<file path="src/common/dio_port_pkg.sv">
// Shared constants and carrier types for the digital I/O controller bus port
package dio_port_pkg;
    localparam int DATA_W = 8;
    // Command byte field positions
    localparam int CMD_INT_LO = 0;
    localparam int CMD_INT_HI = 1;
    localparam int CMD_ADDRESSED_ACCESS_BIT_BIT = 4;
    localparam int CMD_SEQ_BIT = 5;
    localparam int CMD_WRT_BIT = 6;
    localparam int CMD_RD_BIT = 7;
    // Address register field positions
    localparam int ADDR_MOD_LO = 0;
    localparam int ADDR_MOD_HI = 3;
    localparam int ADDR_GROUP_BIT = 4;
    localparam int ADDR_BYTE_LO = 5;
    localparam int ADDR_BYTE_HI = 7;
    // Reset values
    localparam logic [7:0] CMD_RESET = 8'h00;
    localparam logic [7:0] ADDR_RESET = 8'h00;
    localparam logic [7:0] DATA_RESET = 8'h00;
    // Delay from output latch to data clock, and acknowledge wait
    localparam int CLK_MHZ = 200;
    localparam int CLK_DELAY_NS = 20;
    localparam int CLK_DELAY_CYC = (CLK_DELAY_NS * CLK_MHZ + 999) / 1000;
    localparam int ACK_WAIT_NS = 500;
    localparam int ACK_WAIT_CYC = (ACK_WAIT_NS * CLK_MHZ) / 1000;

    typedef struct packed {
        logic address_strobe;
        logic command_strobe;
        logic write_data_strobe;
        logic read_data_strobe;
    } strobes_s;

    typedef struct packed {
        logic [1:0] int_ctrl;
        logic addressed_access_bit;
        logic incrementing_access_bit;
        logic output_direction_bit;
        logic read_bit;
    } mode_s;

    typedef struct packed {
        logic group_one_clock;
        logic group_two_clock;
        logic [2:0] byte_select;
        logic [3:0] module_select;
        logic output_select;
        logic input_select;
    } module_sel_s;
endpackage

</file>
<file path="src/logic/pin_sync.sv">
// Three-stage input synchroniser; output changes once stages two and three agree
`timescale 1ns/100ps
module pin_sync import dio_port_pkg::*; #(
    parameter int W = 1
) (
    input wire logic clk,
    input wire logic rst_n,
    input wire logic [W-1:0] d,
    output logic [W-1:0] q
);
    logic [W-1:0] s1_reg, s2_reg, s3_reg, q_reg, q_next;

    always_comb begin
        q_next = q_reg;
        for (int i = 0; i < W; i++) begin
            if (s2_reg[i] == s3_reg[i]) begin
                q_next[i] = s3_reg[i];
            end
        end
    end

    always_ff @(posedge clk or negedge rst_n) begin
        if (!rst_n) begin
            s1_reg <= '0;
            s2_reg <= '0;
            s3_reg <= '0;
            q_reg <= '0;
        end else begin
            s1_reg <= d;
            s2_reg <= s1_reg;
            s3_reg <= s2_reg;
            q_reg <= q_next;
        end
    end

    assign q = q_reg;
endmodule

</file>
<file path="src/logic/dio_bus_port.sv">
// Processor-side bus port of the digital I/O controller
// Summary of operation
// - Random output: first data strobe carries address, next carries output byte.
// - Sequential output: after setup every data strobe carries only output bytes.
// - Address strobe matching the jumpered address returns sync, sets selected flag.
// - Selected flag holds until a foreign address; only then commands/data accepted.
// - Command strobe latches byte: interrupt bits 0-1, random 4, sequential 5, write 6, read 7.
// - After accepting a command strobe, return sync.
// - First data strobe after a command loads the address register and returns sync.
// - Write: later data strobes carry output data; read: read strobes follow.
// - Module chosen by address bits 0-3 plus write/read flag from command bits 6-7.
// - No acknowledge sets the device-unavailable flag.
// - Output data strobe returns sync; when set up for write, latch and drive data.
// - Each output latch gives one delayed data clock pulse gated by write mode.
// - Address bit 4 steers the clock to group one or two; bits 5-7 pick the byte.
// - Mode and direction hold until a new command byte or reset.
// - Sequential mode increments the address register after each transfer.
`timescale 1ns/100ps
module dio_bus_port import dio_port_pkg::*; #(
    parameter logic [7:0] DEVICE_ADDRESS = 8'h01
) (
    input wire logic clk,
    input wire logic rst_n,
    input wire strobes_s strobes_n,
    input wire logic [DATA_W-1:0] bus_data_lines,
    input wire logic module_acknowledge_n,
    output logic sync_reply_n,
    output logic selected_flag,
    output logic address_loaded_flop,
    output logic device_unavailable_flag,
    output mode_s mode,
    output logic [DATA_W-1:0] address_out,
    output logic [DATA_W-1:0] output_data,
    output module_sel_s module_sel,
    output logic module_data_clock
);
    typedef enum {IDLE, ACTIVE, HOLD} bus_state_e;

    logic rst_m_reg, rst_s_reg, srst_n;
    logic [3:0] strb_sync;
    logic ack_sync_n;
    logic [DATA_W-1:0] dal_s1_reg, dal_s2_reg;

    bus_state_e state_reg, state_next;
    logic sel_reg, sel_next;
    logic loaded_reg, loaded_next;
    logic du_reg, du_next;
    logic [7:0] cmd_reg, cmd_next;
    logic [7:0] addr_reg, addr_next;
    logic [7:0] data_reg, data_next;
    logic latch_reg, latch_next;
    logic [7:0] dly_reg, dly_next;
    logic clk_pulse_reg, clk_pulse_next;
    logic [7:0] ack_cnt_reg, ack_cnt_next;
    logic ack_wait_reg, ack_wait_next;
    logic sync_reg, sync_next;

    // Reset release through two flops
    always_ff @(posedge clk or negedge rst_n) begin
        if (!rst_n) begin
            rst_m_reg <= 1'b0;
            rst_s_reg <= 1'b0;
        end else begin
            rst_m_reg <= 1'b1;
            rst_s_reg <= rst_m_reg;
        end
    end
    assign srst_n = rst_s_reg;

    // Strobes and acknowledge are active low pins; invert before syncing
    pin_sync #(.W(5)) u_sync (
        .clk(clk),
        .rst_n(srst_n),
        .d({~strobes_n.address_strobe, ~strobes_n.command_strobe,
            ~strobes_n.write_data_strobe, ~strobes_n.read_data_strobe,
            ~module_acknowledge_n}),
        .q({strb_sync, ack_sync_n})
    );

    // Data lines settle before strobes; two stages, so data is ready two cycles before the synced strobes
    always_ff @(posedge clk or negedge srst_n) begin
        if (!srst_n) begin
            dal_s1_reg <= '0;
            dal_s2_reg <= '0;
        end else begin
            dal_s1_reg <= bus_data_lines;
            dal_s2_reg <= dal_s1_reg;
        end
    end

    function automatic logic one_hot4(input logic [3:0] v);
        return v == 4'b1000 || v == 4'b0100 || v == 4'b0010 || v == 4'b0001;
    endfunction

    logic adr_s, cmd_s, wda_s, rda_s, any_s;
    assign adr_s = strb_sync[3];
    assign cmd_s = strb_sync[2];
    assign wda_s = strb_sync[1];
    assign rda_s = strb_sync[0];
    assign any_s = |strb_sync;

    always_comb begin
        state_next = state_reg;
        sel_next = sel_reg;
        loaded_next = loaded_reg;
        du_next = du_reg;
        cmd_next = cmd_reg;
        addr_next = addr_reg;
        data_next = data_reg;
        latch_next = 1'b0;
        sync_next = sync_reg;
        ack_wait_next = ack_wait_reg;
        ack_cnt_next = ack_cnt_reg;
        case (state_reg)
            IDLE: begin
                if (one_hot4(strb_sync)) begin
                    state_next = HOLD;
                    if (adr_s) begin
                        if (dal_s2_reg == DEVICE_ADDRESS) begin
                            sel_next = 1'b1;
                            sync_next = 1'b1;
                        end else begin
                            sel_next = 1'b0;
                        end
                    end else if (sel_reg) begin
                        sync_next = 1'b1;
                        if (cmd_s) begin
                            cmd_next = dal_s2_reg;
                            loaded_next = 1'b0;
                        end else if (wda_s && !loaded_reg) begin
                            addr_next = dal_s2_reg;
                            loaded_next = 1'b1;
                            ack_wait_next = 1'b1;
                            ack_cnt_next = '0;
                            du_next = 1'b0;
                        end else if (wda_s && cmd_reg[CMD_WRT_BIT]) begin
                            data_next = dal_s2_reg;
                            latch_next = 1'b1;
                            if (!cmd_reg[CMD_SEQ_BIT]) begin
                                loaded_next = 1'b0;
                            end
                        end else if (rda_s && cmd_reg[CMD_SEQ_BIT]) begin
                            addr_next = addr_reg + 8'h01;
                        end
                    end
                end
            end
            HOLD: begin
                if (!any_s) begin
                    sync_next = 1'b0;
                    state_next = ACTIVE;
                end
            end
            ACTIVE: begin
                // One idle cycle with sync released before the next strobe
                state_next = IDLE;
            end
            default: state_next = IDLE;
        endcase
        // Acknowledge window after module selection
        if (ack_wait_reg) begin
            if (ack_sync_n) begin
                ack_wait_next = 1'b0;
            end else if (ack_cnt_reg == 8'(ACK_WAIT_CYC - 1)) begin
                ack_wait_next = 1'b0;
                du_next = 1'b1;
            end else begin
                ack_cnt_next = ack_cnt_reg + 8'h01;
            end
        end
        // Step only after the data clock, so the pulse is steered by this byte's address
        if (clk_pulse_reg && cmd_reg[CMD_SEQ_BIT]) begin
            addr_next = addr_reg + 8'h01;
        end
    end

    // Output latch starts a delayed data clock pulse, gated by write mode
    always_comb begin
        dly_next = {dly_reg[6:0], latch_reg};
        clk_pulse_next = dly_reg[CLK_DELAY_CYC - 1] && cmd_reg[CMD_WRT_BIT];
    end

    always_ff @(posedge clk or negedge srst_n) begin
        if (!srst_n) begin
            state_reg <= IDLE;
            sel_reg <= 1'b0;
            loaded_reg <= 1'b0;
            du_reg <= 1'b0;
            cmd_reg <= CMD_RESET;
            addr_reg <= ADDR_RESET;
            data_reg <= DATA_RESET;
            latch_reg <= 1'b0;
            sync_reg <= 1'b0;
            ack_wait_reg <= 1'b0;
            ack_cnt_reg <= '0;
            dly_reg <= '0;
            clk_pulse_reg <= 1'b0;
        end else begin
            state_reg <= state_next;
            sel_reg <= sel_next;
            loaded_reg <= loaded_next;
            du_reg <= du_next;
            cmd_reg <= cmd_next;
            addr_reg <= addr_next;
            data_reg <= data_next;
            latch_reg <= latch_next;
            sync_reg <= sync_next;
            ack_wait_reg <= ack_wait_next;
            ack_cnt_reg <= ack_cnt_next;
            dly_reg <= dly_next;
            clk_pulse_reg <= clk_pulse_next;
        end
    end

    assign sync_reply_n = ~sync_reg;
    assign selected_flag = sel_reg;
    assign address_loaded_flop = loaded_reg;
    assign device_unavailable_flag = du_reg;
    assign mode.int_ctrl = cmd_reg[CMD_INT_HI:CMD_INT_LO];
    assign mode.addressed_access_bit = cmd_reg[CMD_ADDRESSED_ACCESS_BIT_BIT];
    assign mode.incrementing_access_bit = cmd_reg[CMD_SEQ_BIT];
    assign mode.output_direction_bit = cmd_reg[CMD_WRT_BIT];
    assign mode.read_bit = cmd_reg[CMD_RD_BIT];
    assign address_out = addr_reg;
    assign output_data = data_reg;
    assign module_data_clock = clk_pulse_reg;
    assign module_sel.module_select = addr_reg[ADDR_MOD_HI:ADDR_MOD_LO];
    assign module_sel.output_select = cmd_reg[CMD_WRT_BIT];
    assign module_sel.input_select = cmd_reg[CMD_RD_BIT];
    assign module_sel.byte_select = addr_reg[ADDR_BYTE_HI:ADDR_BYTE_LO];
    assign module_sel.group_one_clock = clk_pulse_reg && !addr_reg[ADDR_GROUP_BIT];
    assign module_sel.group_two_clock = clk_pulse_reg && addr_reg[ADDR_GROUP_BIT];
endmodule

</file>
<file path="config.mk">
export PLATFORM = sky130hd
export DESIGN_NAME = dio_bus_port
export DESIGN_NICKNAME = d
export VERILOG_FILES = /design/src/common/dio_port_pkg.sv /design/src/logic/pin_sync.sv /design/src/logic/dio_bus_port.sv
export SDC_FILE = /design/constraint.sdc
export NUM_CORES = 1
export LEC_CHECK = 0
export BUFFER_PORTS_ARGS = -buffer_cell sky130_fd_sc_hd__buf_4
export CAP_MARGIN = 20
export CORE_ASPECT_RATIO = 1.1
export CORE_MARGIN = 3
export CORE_UTILIZATION = 45
export DETAILED_ROUTE_END_ITERATION = 7
export PLACE_DENSITY = 0.66
export RECOVER_POWER = 50
export SLEW_MARGIN = 10
export SYNTH_ARGS = -nofsm -noshare
export SYNTH_HDL_FRONTEND = slang
export SYNTH_SLANG_ARGS = --single-unit
</file>
<file path="constraint.sdc">
create_clock -name clk -period 3 [get_ports clk]
set_input_delay 0.15 -clock clk [delete_from_list [all_inputs] [get_ports clk]]
set_output_delay 0.15 -clock clk [all_outputs]
set_load 0.005 [all_outputs]
</file>
# [After elaboration in Yosys (flattened, before gate mapping)]
# Cells that the tools add are included.
[word_totals] regBits=113 in_bits=15 out_inout_bits=38 wordCells=140
[classes] n_addsub=2 n_eq_ne=20 n_mux=57 bitwise=9 reduce_logical=27
[op_table] operator="two-way mux 8 bit" count=18
[op_table] operator="two-way mux 32 bit" count=2
[op_table] operator="one-hot mux 32 bit (2 select lines)" count=1
[op_table] operator="two-way mux 1 bit" count=35
[op_table] operator="== test 32 x 2 -> 1 bit (second input constant)" count=1
[op_table] operator="zero test 32 bit" count=1
[op_table] operator="adder 8 x 1 -> 8 bit (second input constant)" count=2
[op_table] operator="AND reduction 7 bit" count=2
[op_table] operator="AND reduction 5 bit" count=2
[op_table] operator="inverter 1 bit" count=9
[op_table] operator="== test 8 x 1 -> 1 bit (second input constant)" count=1
[op_table] operator="== test 8 x 7 -> 1 bit (second input constant)" count=1
[op_table] operator="inequality test 2 bit (second input constant)" count=4
[op_table] operator="nonzero test 2 bit" count=4
[op_table] operator="logical AND 1 bit" count=7
[op_table] operator="inequality test 3 x 2 -> 1 bit (second input constant)" count=2
[op_table] operator="AND reduction 6 bit" count=1
[op_table] operator="nonzero test 3 bit" count=2
[op_table] operator="== test 1 bit" count=5
[op_table] operator="== test 4 x 1 -> 1 bit (second input constant)" count=1
[op_table] operator="== test 4 x 2 -> 1 bit (second input constant)" count=1
[op_table] operator="== test 4 x 3 -> 1 bit (second input constant)" count=1
[op_table] operator="== test 4 bit (second input constant)" count=1
[op_table] operator="OR reduction 4 bit" count=1
[op_table] operator="other kinds (7)" count=10

# [Depth between registers and ports, before layout]
[logic_depth] word_depth=11 depth_mapped=6 ltp_nobuf=5

# [Hierarchy]
# From an unflattened synthesis, not the netlist that was laid out.
[unflattened] cells_unflattened=263 area_unflattened_um2=3291.9
[modules_own_cells] mod="dio_bus_port" n_inst=1 cells_each=238 area_per_inst_um2=2735.1 seq_area_each_um2=1526.5
[modules_own_cells] mod="pin_sync" n_inst=1 cells_each=25 area_per_inst_um2=556.8 seq_area_each_um2=500.5

# [Worst setup path before layout]
# OpenSTA, ideal clock, no wires.
[synth_path] path_kind="register to register" start="register state_reg[1]" end="register addr_reg[1] (netlist: address_out[1])" setup_ns=0.128 arrival_ns=1.902 required_time_ns=2.872 slack_ns=0.970 stages_incl_launch_ff=6 n_path_buf=1 synth_period_minus_slack_ns=2.030 path_cell_list="dfrtp_1 -> or4b_4 -> or3_1 -> buf_6 -> o21ai_2 -> mux2_1"
[synth_via] elab_chain_len=3
[synth_lines] item="start: declaration" line="dio_bus_port.sv:44" rtl="bus_state_e state_reg, state_next;"
[synth_lines] item="start signal: assignment" line="dio_bus_port.sv:199" rtl="state_reg <= state_next;"
[synth_lines] item="zero test 32 bit" line="dio_bus_port.sv:114" rtl="case (state_reg)"
[synth_lines] item="nonzero test 2 bit (no line)"
[synth_lines] item="AND reduction 7 bit (no line)"
[synth_lines] item="end signal: assignment" line="dio_bus_port.sv:204" rtl="addr_reg <= addr_next;"
[synth_lines] item="end: declaration" line="dio_bus_port.sv:49" rtl="logic [7:0] addr_reg, addr_next;"
# No other way between the ends.
# A chain may end at the register's enable or synchronous reset.

# [Worst setup path after layout]
[layout_path] start="register u_sync.q_reg[4] (netlist: u_sync.q[4])" end="register data_reg[2] (netlist: output_data[2])"
[layout_via] elab_chain_len=5 word_cells_on_any_way=9 classes_between="eq/ne (4); bitwise (1); reduce/logical (4)"
[layout_lines] item="start: declaration" line="pin_sync.sv:11" rtl="logic [W-1:0] s1_reg, s2_reg, s3_reg, q_reg, q_next;"
[layout_lines] item="start signal: assignment" line="pin_sync.sv:32" rtl="q_reg <= q_next;"
[layout_lines] item="== test 4 bit or == test 4 x 3 -> 1 bit (tied branches)" line="dio_bus_port.sv:92" rtl="return v == 4'b1000 || v == 4'b0100 || v == 4'b0010 || v == 4'b0001;"
[layout_lines] item="logical OR 1 bit (3 in series)" line="dio_bus_port.sv:92"
[layout_lines] item="AND reduction 7 bit (no line) (*)"
[layout_lines] item="end signal: assignment" line="dio_bus_port.sv:205" rtl="data_reg <= data_next;"
[layout_lines] item="end: declaration" line="dio_bus_port.sv:50" rtl="logic [7:0] data_reg, data_next;"
# Every way passes the cells marked *; elsewhere a longest branch is shown, timed or not.

==> metrics.log <==
[metrics] gp weighted congestion: 0.898
[metrics] adder-cell share of the synthesized area: under 10%
[metrics] number of storage elements in the synthesis netlist: 81
[metrics] Routed WL per cell: 14.9 um
[metrics] total number of vias: around 2200
[metrics] maximum number of pins on one net before global-route repair: 80
[metrics] worst setup slack after layout: 0.711 ns
[metrics] Static Leakage: around 1.8 nW
[metrics] Nets: between 300 and 400
[metrics] Skew-Pair Late Insertion Delay: ~0.35 ns
[metrics] Netlist cell types: 53
[metrics] unrepaired setup endpoints after global routing: no
[metrics] post-DP HPWL: 4000 um
[metrics] maximum achievable frequency: 437 MHz
[metrics] total DRC errors in the routed layout: 0
[metrics] endpoint arrival time on the critical path: approximately 2.5 ns
[metrics] slowest cell on the critical path: sky130_fd_sc_hd__or4b_4
[metrics] top-level port count: 53
[metrics] vias in the first global route: 2025
[metrics] Setup crit start kind: register
[metrics] 1st-iter DRT viols: 187
[metrics] # diodes: 0
[metrics] crit-path max FO: 11
[metrics] Largest stage delay, worst path: roughly 0.63 ns
[metrics] residual overflow from global routing: 0
[metrics] result of the run: complete, but fails checks
[metrics] Sinks on Clock Net: 81
[metrics] share of the yosys chip area belonging to registers: between 60% and 70%
[metrics] setup skew after layout: 0.00825 ns
[metrics] row count: 31
[metrics] routing usage on met1: 22.1%
[metrics] final setup violating endpoints: 0
[metrics] switching power summed over all nets: between 0.0005 and 0.0006 W
[metrics] kind of critical path: reg -> reg
[metrics] global-route wire length before repair: 9880 um
[metrics] clock-pin slew on the worst setup and hold paths: 0.08 ns
[metrics] pre-CTS setup slack: 0.733 ns
[metrics] top cells by area in the synthesized netlist: sky130_fd_sc_hd__dfrtp_1 63%, sky130_fd_sc_hd__mux2_2 5.6%, sky130_fd_sc_hd__buf_4 2.1%
[metrics] grt met3 use: 3.66%
[metrics] fill cell instance count of the final layout: 582
[metrics] dominant combinational cell family by area after synthesis: compound AO/OA/AOI/OAI gates
[metrics] via density per instance: roughly 5.4
[metrics] Pwr per Cell Area: 565 nW/um2
[metrics] synthesized area: 3220 um2
[metrics] synthesized-area fraction occupied by xor and xnor cells: 0.815%
[metrics] max_cap viols: 1
[metrics] slew of the pin with the lowest slew margin: 1.61 ns
[metrics] worst min path class: in -> async
[metrics] post-layout utilization of the core: 59.2%
[metrics] share of power burned in combinational logic: 5.1%
[metrics] die area: ~8200 um2
[metrics] cell internal pwr: 0.00175 W
[metrics] final cycle utilization of the critical path: 76.3%
[metrics] cell taking the most area after synthesis: sky130_fd_sc_hd__dfrtp_1
[metrics] Final Hold Vio Count: 0
[metrics] Inserted Clock Buffers: 9
[metrics] violated checks: capacitance limit, slew limit
[metrics] capturing element type of the critical path: register
[metrics] post-layout min period: 2.29 ns
[metrics] global routing usage summed across all routing layers: 16.0%
[metrics] Setup Total Neg Slack: 0 ns
[metrics] maximum resistive drop on vdd: 0.306 mV
[metrics] top flip-flop cell by instance count after synthesis: sky130_fd_sc_hd__dfrtp_1
[metrics] P&R area growth vs syn: 24.0%
[metrics] multiplexer share of the synthesized area: between 5 and 6%
[metrics] data required time at the worst endpoint: 3.23 ns
[metrics] maximum clock path buffer count: 2
[metrics] Pre-antenna DRT Iters: 4
[metrics] part of the total power dissipated in the clock network: 42.2%
[metrics] Horiz. Die Dim: approximately 87 um
[metrics] series of cell instances along the critical path: or4b_4 > nor4_4 > mux2_2
[metrics] number of slew-limit violations in the final report: 80
[metrics] overall die height: 94.8 um
[metrics] Synth Instances: 257
[metrics] number of synthesized flops with an enable pin: 0
[metrics] H-tree level count: 3
[metrics] net count of the mapped netlist: roughly 270
[metrics] ratio of cells with drive above 1 in the final layout: around 28%
[metrics] starting density of the core: 47.8%
[metrics] Placeable Area: between 6000 and 7000 um2
[metrics] met2 GRT Util: 23.2%
[metrics] Post-Synth Simple-Gate Area: a little under an eighth
[metrics] antenna violations before repair: 0
[metrics] clock tree root buffer cell: sky130_fd_sc_hd__clkbuf_8
[metrics] synthesized-area fraction occupied by ao, oa, aoi and oai cells: 11.8%
[metrics] number of routed nets with antenna violations: 0
[metrics] worst slew slack as a fraction of its limit: -7.18%
[metrics] Sw Ratio: roughly 22%
[metrics] average cell area after synthesis: 12.5 um2
[metrics] Reg power frac: between 50% and 60%
[metrics] top cell type's share of synthesized area: 62.9%
[metrics] IO buf count: between 50 and 60
[metrics] DRT Wirelength: 6050 um
[metrics] Post-synth ARST share: 100%
[metrics] busiest grt layer: met2
[metrics] CTS tree: built
[metrics] Synth warnings: 0
[metrics] count of cells resized by post-cts repair: 0
power by group through the flow:
stage | clock [W] | combinational [W] | sequential, W
2_1_floorplan | 0 | 0.0000775 | 0.00119
3_3_place_gp | 0 | 0.000100 | 0.00121
3_5_place_dp | 0 | 0.000103 | 0.00121
4_1_cts | 0.000977 | 0.000118 | 0.00119
5_1_grt | 0.00104 | 0.000128 | 0.00120
6_report | 0.000953 | 0.000114 | 0.00119
through the flow:
step	cell area, um2	instances	hold slack [ns]	total power [W]
after floorplan	3220	257	-0.146	0.00126
after global placement	3620	375	-0.0666	0.00131
after detailed placement	3620	375	-0.0653	0.00132
after CTS	4000	405	0.106	0.00229
after global routing	4000	405	0.122	0.00237
final	4000	405	0.118	0.00226
per-layer routing:
metal / part of all wire [%] / vias to the layer above / wire [um]
li1: - / 1035 / -
met1: 48 / 1059 / 2880
met2: 45 / 66 / 2720
met3: 5.0 / 12 / 301
met4: 2.4 / 0 / 148
met5: 0 / - / 0
cells by family (layout without fill, tap and decap cells):
| group | after synthesis | in the layout |
|---|---|---|
| buffers and inverters | 26 | 92 |
| flip-flops | 81 | 81 |
| other | 1 | 1 |
| XOR/XNOR | 3 | 3 |
| AO/OA/AOI/OAI | 55 | 55 |
| adder cells (fa/ha/maj) | 7 | 7 |
| AND/OR/NAND/NOR | 67 | 67 |
| multiplexers | 17 | 17 |
critical path: cells and delay by family, from the launching register on:
kind	cells	cell delay, ns
flip-flops	1	0.50
AND/OR/NAND/NOR	2	1.26
multiplexers	1	0.41
Yosys cell counts (3+ instances only):
cell,instances
sky130_fd_sc_hd__dfrtp_1,81
sky130_fd_sc_hd__mux2_2,16
sky130_fd_sc_hd__nor2_1,13
sky130_fd_sc_hd__nand2_1,12
sky130_fd_sc_hd__nand3_1,11
sky130_fd_sc_hd__o21ai_0,10
sky130_fd_sc_hd__a21oi_1,9
sky130_fd_sc_hd__buf_4,9
sky130_fd_sc_hd__inv_1,9
sky130_fd_sc_hd__o211ai_1,8
sky130_fd_sc_hd__a211oi_1,6
sky130_fd_sc_hd__clkbuf_1,6
sky130_fd_sc_hd__maj3_1,5
sky130_fd_sc_hd__nand2b_1,5
sky130_fd_sc_hd__nor2b_1,4
sky130_fd_sc_hd__o22ai_1,4
sky130_fd_sc_hd__and2_1,3
sky130_fd_sc_hd__or3_1,3
repair_timing:
action,4_1_cts,5_1_grt
hold endpoints to repair,15,0
setup buffers,0,0
hold buffers,14,0
cells in the final DEF, fill, tap and decap left out, types with 3 or more instances in the layout:
| cell | n |
|---|---|
| sky130_fd_sc_hd__clkbuf_8 | 9 |
| sky130_fd_sc_hd__or3_1 | 3 |
| sky130_fd_sc_hd__inv_1 | 9 |
| sky130_fd_sc_hd__maj3_1 | 5 |
| sky130_fd_sc_hd__buf_4 | 3 |
| sky130_fd_sc_hd__dfrtp_1 | 80 |
| sky130_fd_sc_hd__o211ai_1 | 8 |
| sky130_fd_sc_hd__a21oi_1 | 9 |
| sky130_fd_sc_hd__a211oi_1 | 6 |
| sky130_fd_sc_hd__nand3_1 | 11 |
| sky130_fd_sc_hd__nor2_1 | 13 |
| sky130_fd_sc_hd__bufinv_16 | 3 |
| sky130_fd_sc_hd__mux2_2 | 16 |
| sky130_fd_sc_hd__clkbuf_4 | 49 |
| sky130_fd_sc_hd__o22ai_1 | 4 |
| sky130_fd_sc_hd__o21ai_0 | 10 |
| sky130_fd_sc_hd__nand2_1 | 12 |
| sky130_fd_sc_hd__dlygate4sd3_1 | 14 |
| sky130_fd_sc_hd__nand2b_1 | 5 |
| sky130_fd_sc_hd__nor2b_1 | 4 |
final cells by class:
type	instances	area [um2]	area share, %
timing repair buffer	67	534	13.4
tap	82	103	2.57
clock inverter	6	115	2.88
multi-input combinational	150	1060	26.4
clock buffer	10	128	3.19
inverter	9	33.8	0.845
sequential	81	2030	50.7
worst paths after layout:
path	start	endpoint	slack, ns	cells after the start
max	u_sync.q[4]	output_data[2]	0.71	3
min	rst_n	rst_m_reg	0.12	2
max reg2reg	u_sync.q[4]	output_data[2]	0.71	3
min reg2reg	u_sync.s1_reg[2]	u_sync.s2_reg[2]	0.35	0
max in group asynchronous	rst_s_reg	output_data[1]	1.34	0
min in group clk	u_sync.s1_reg[2]	u_sync.s2_reg[2]	0.35	0
No activity file was read; power rests on OpenSTA's default activity.
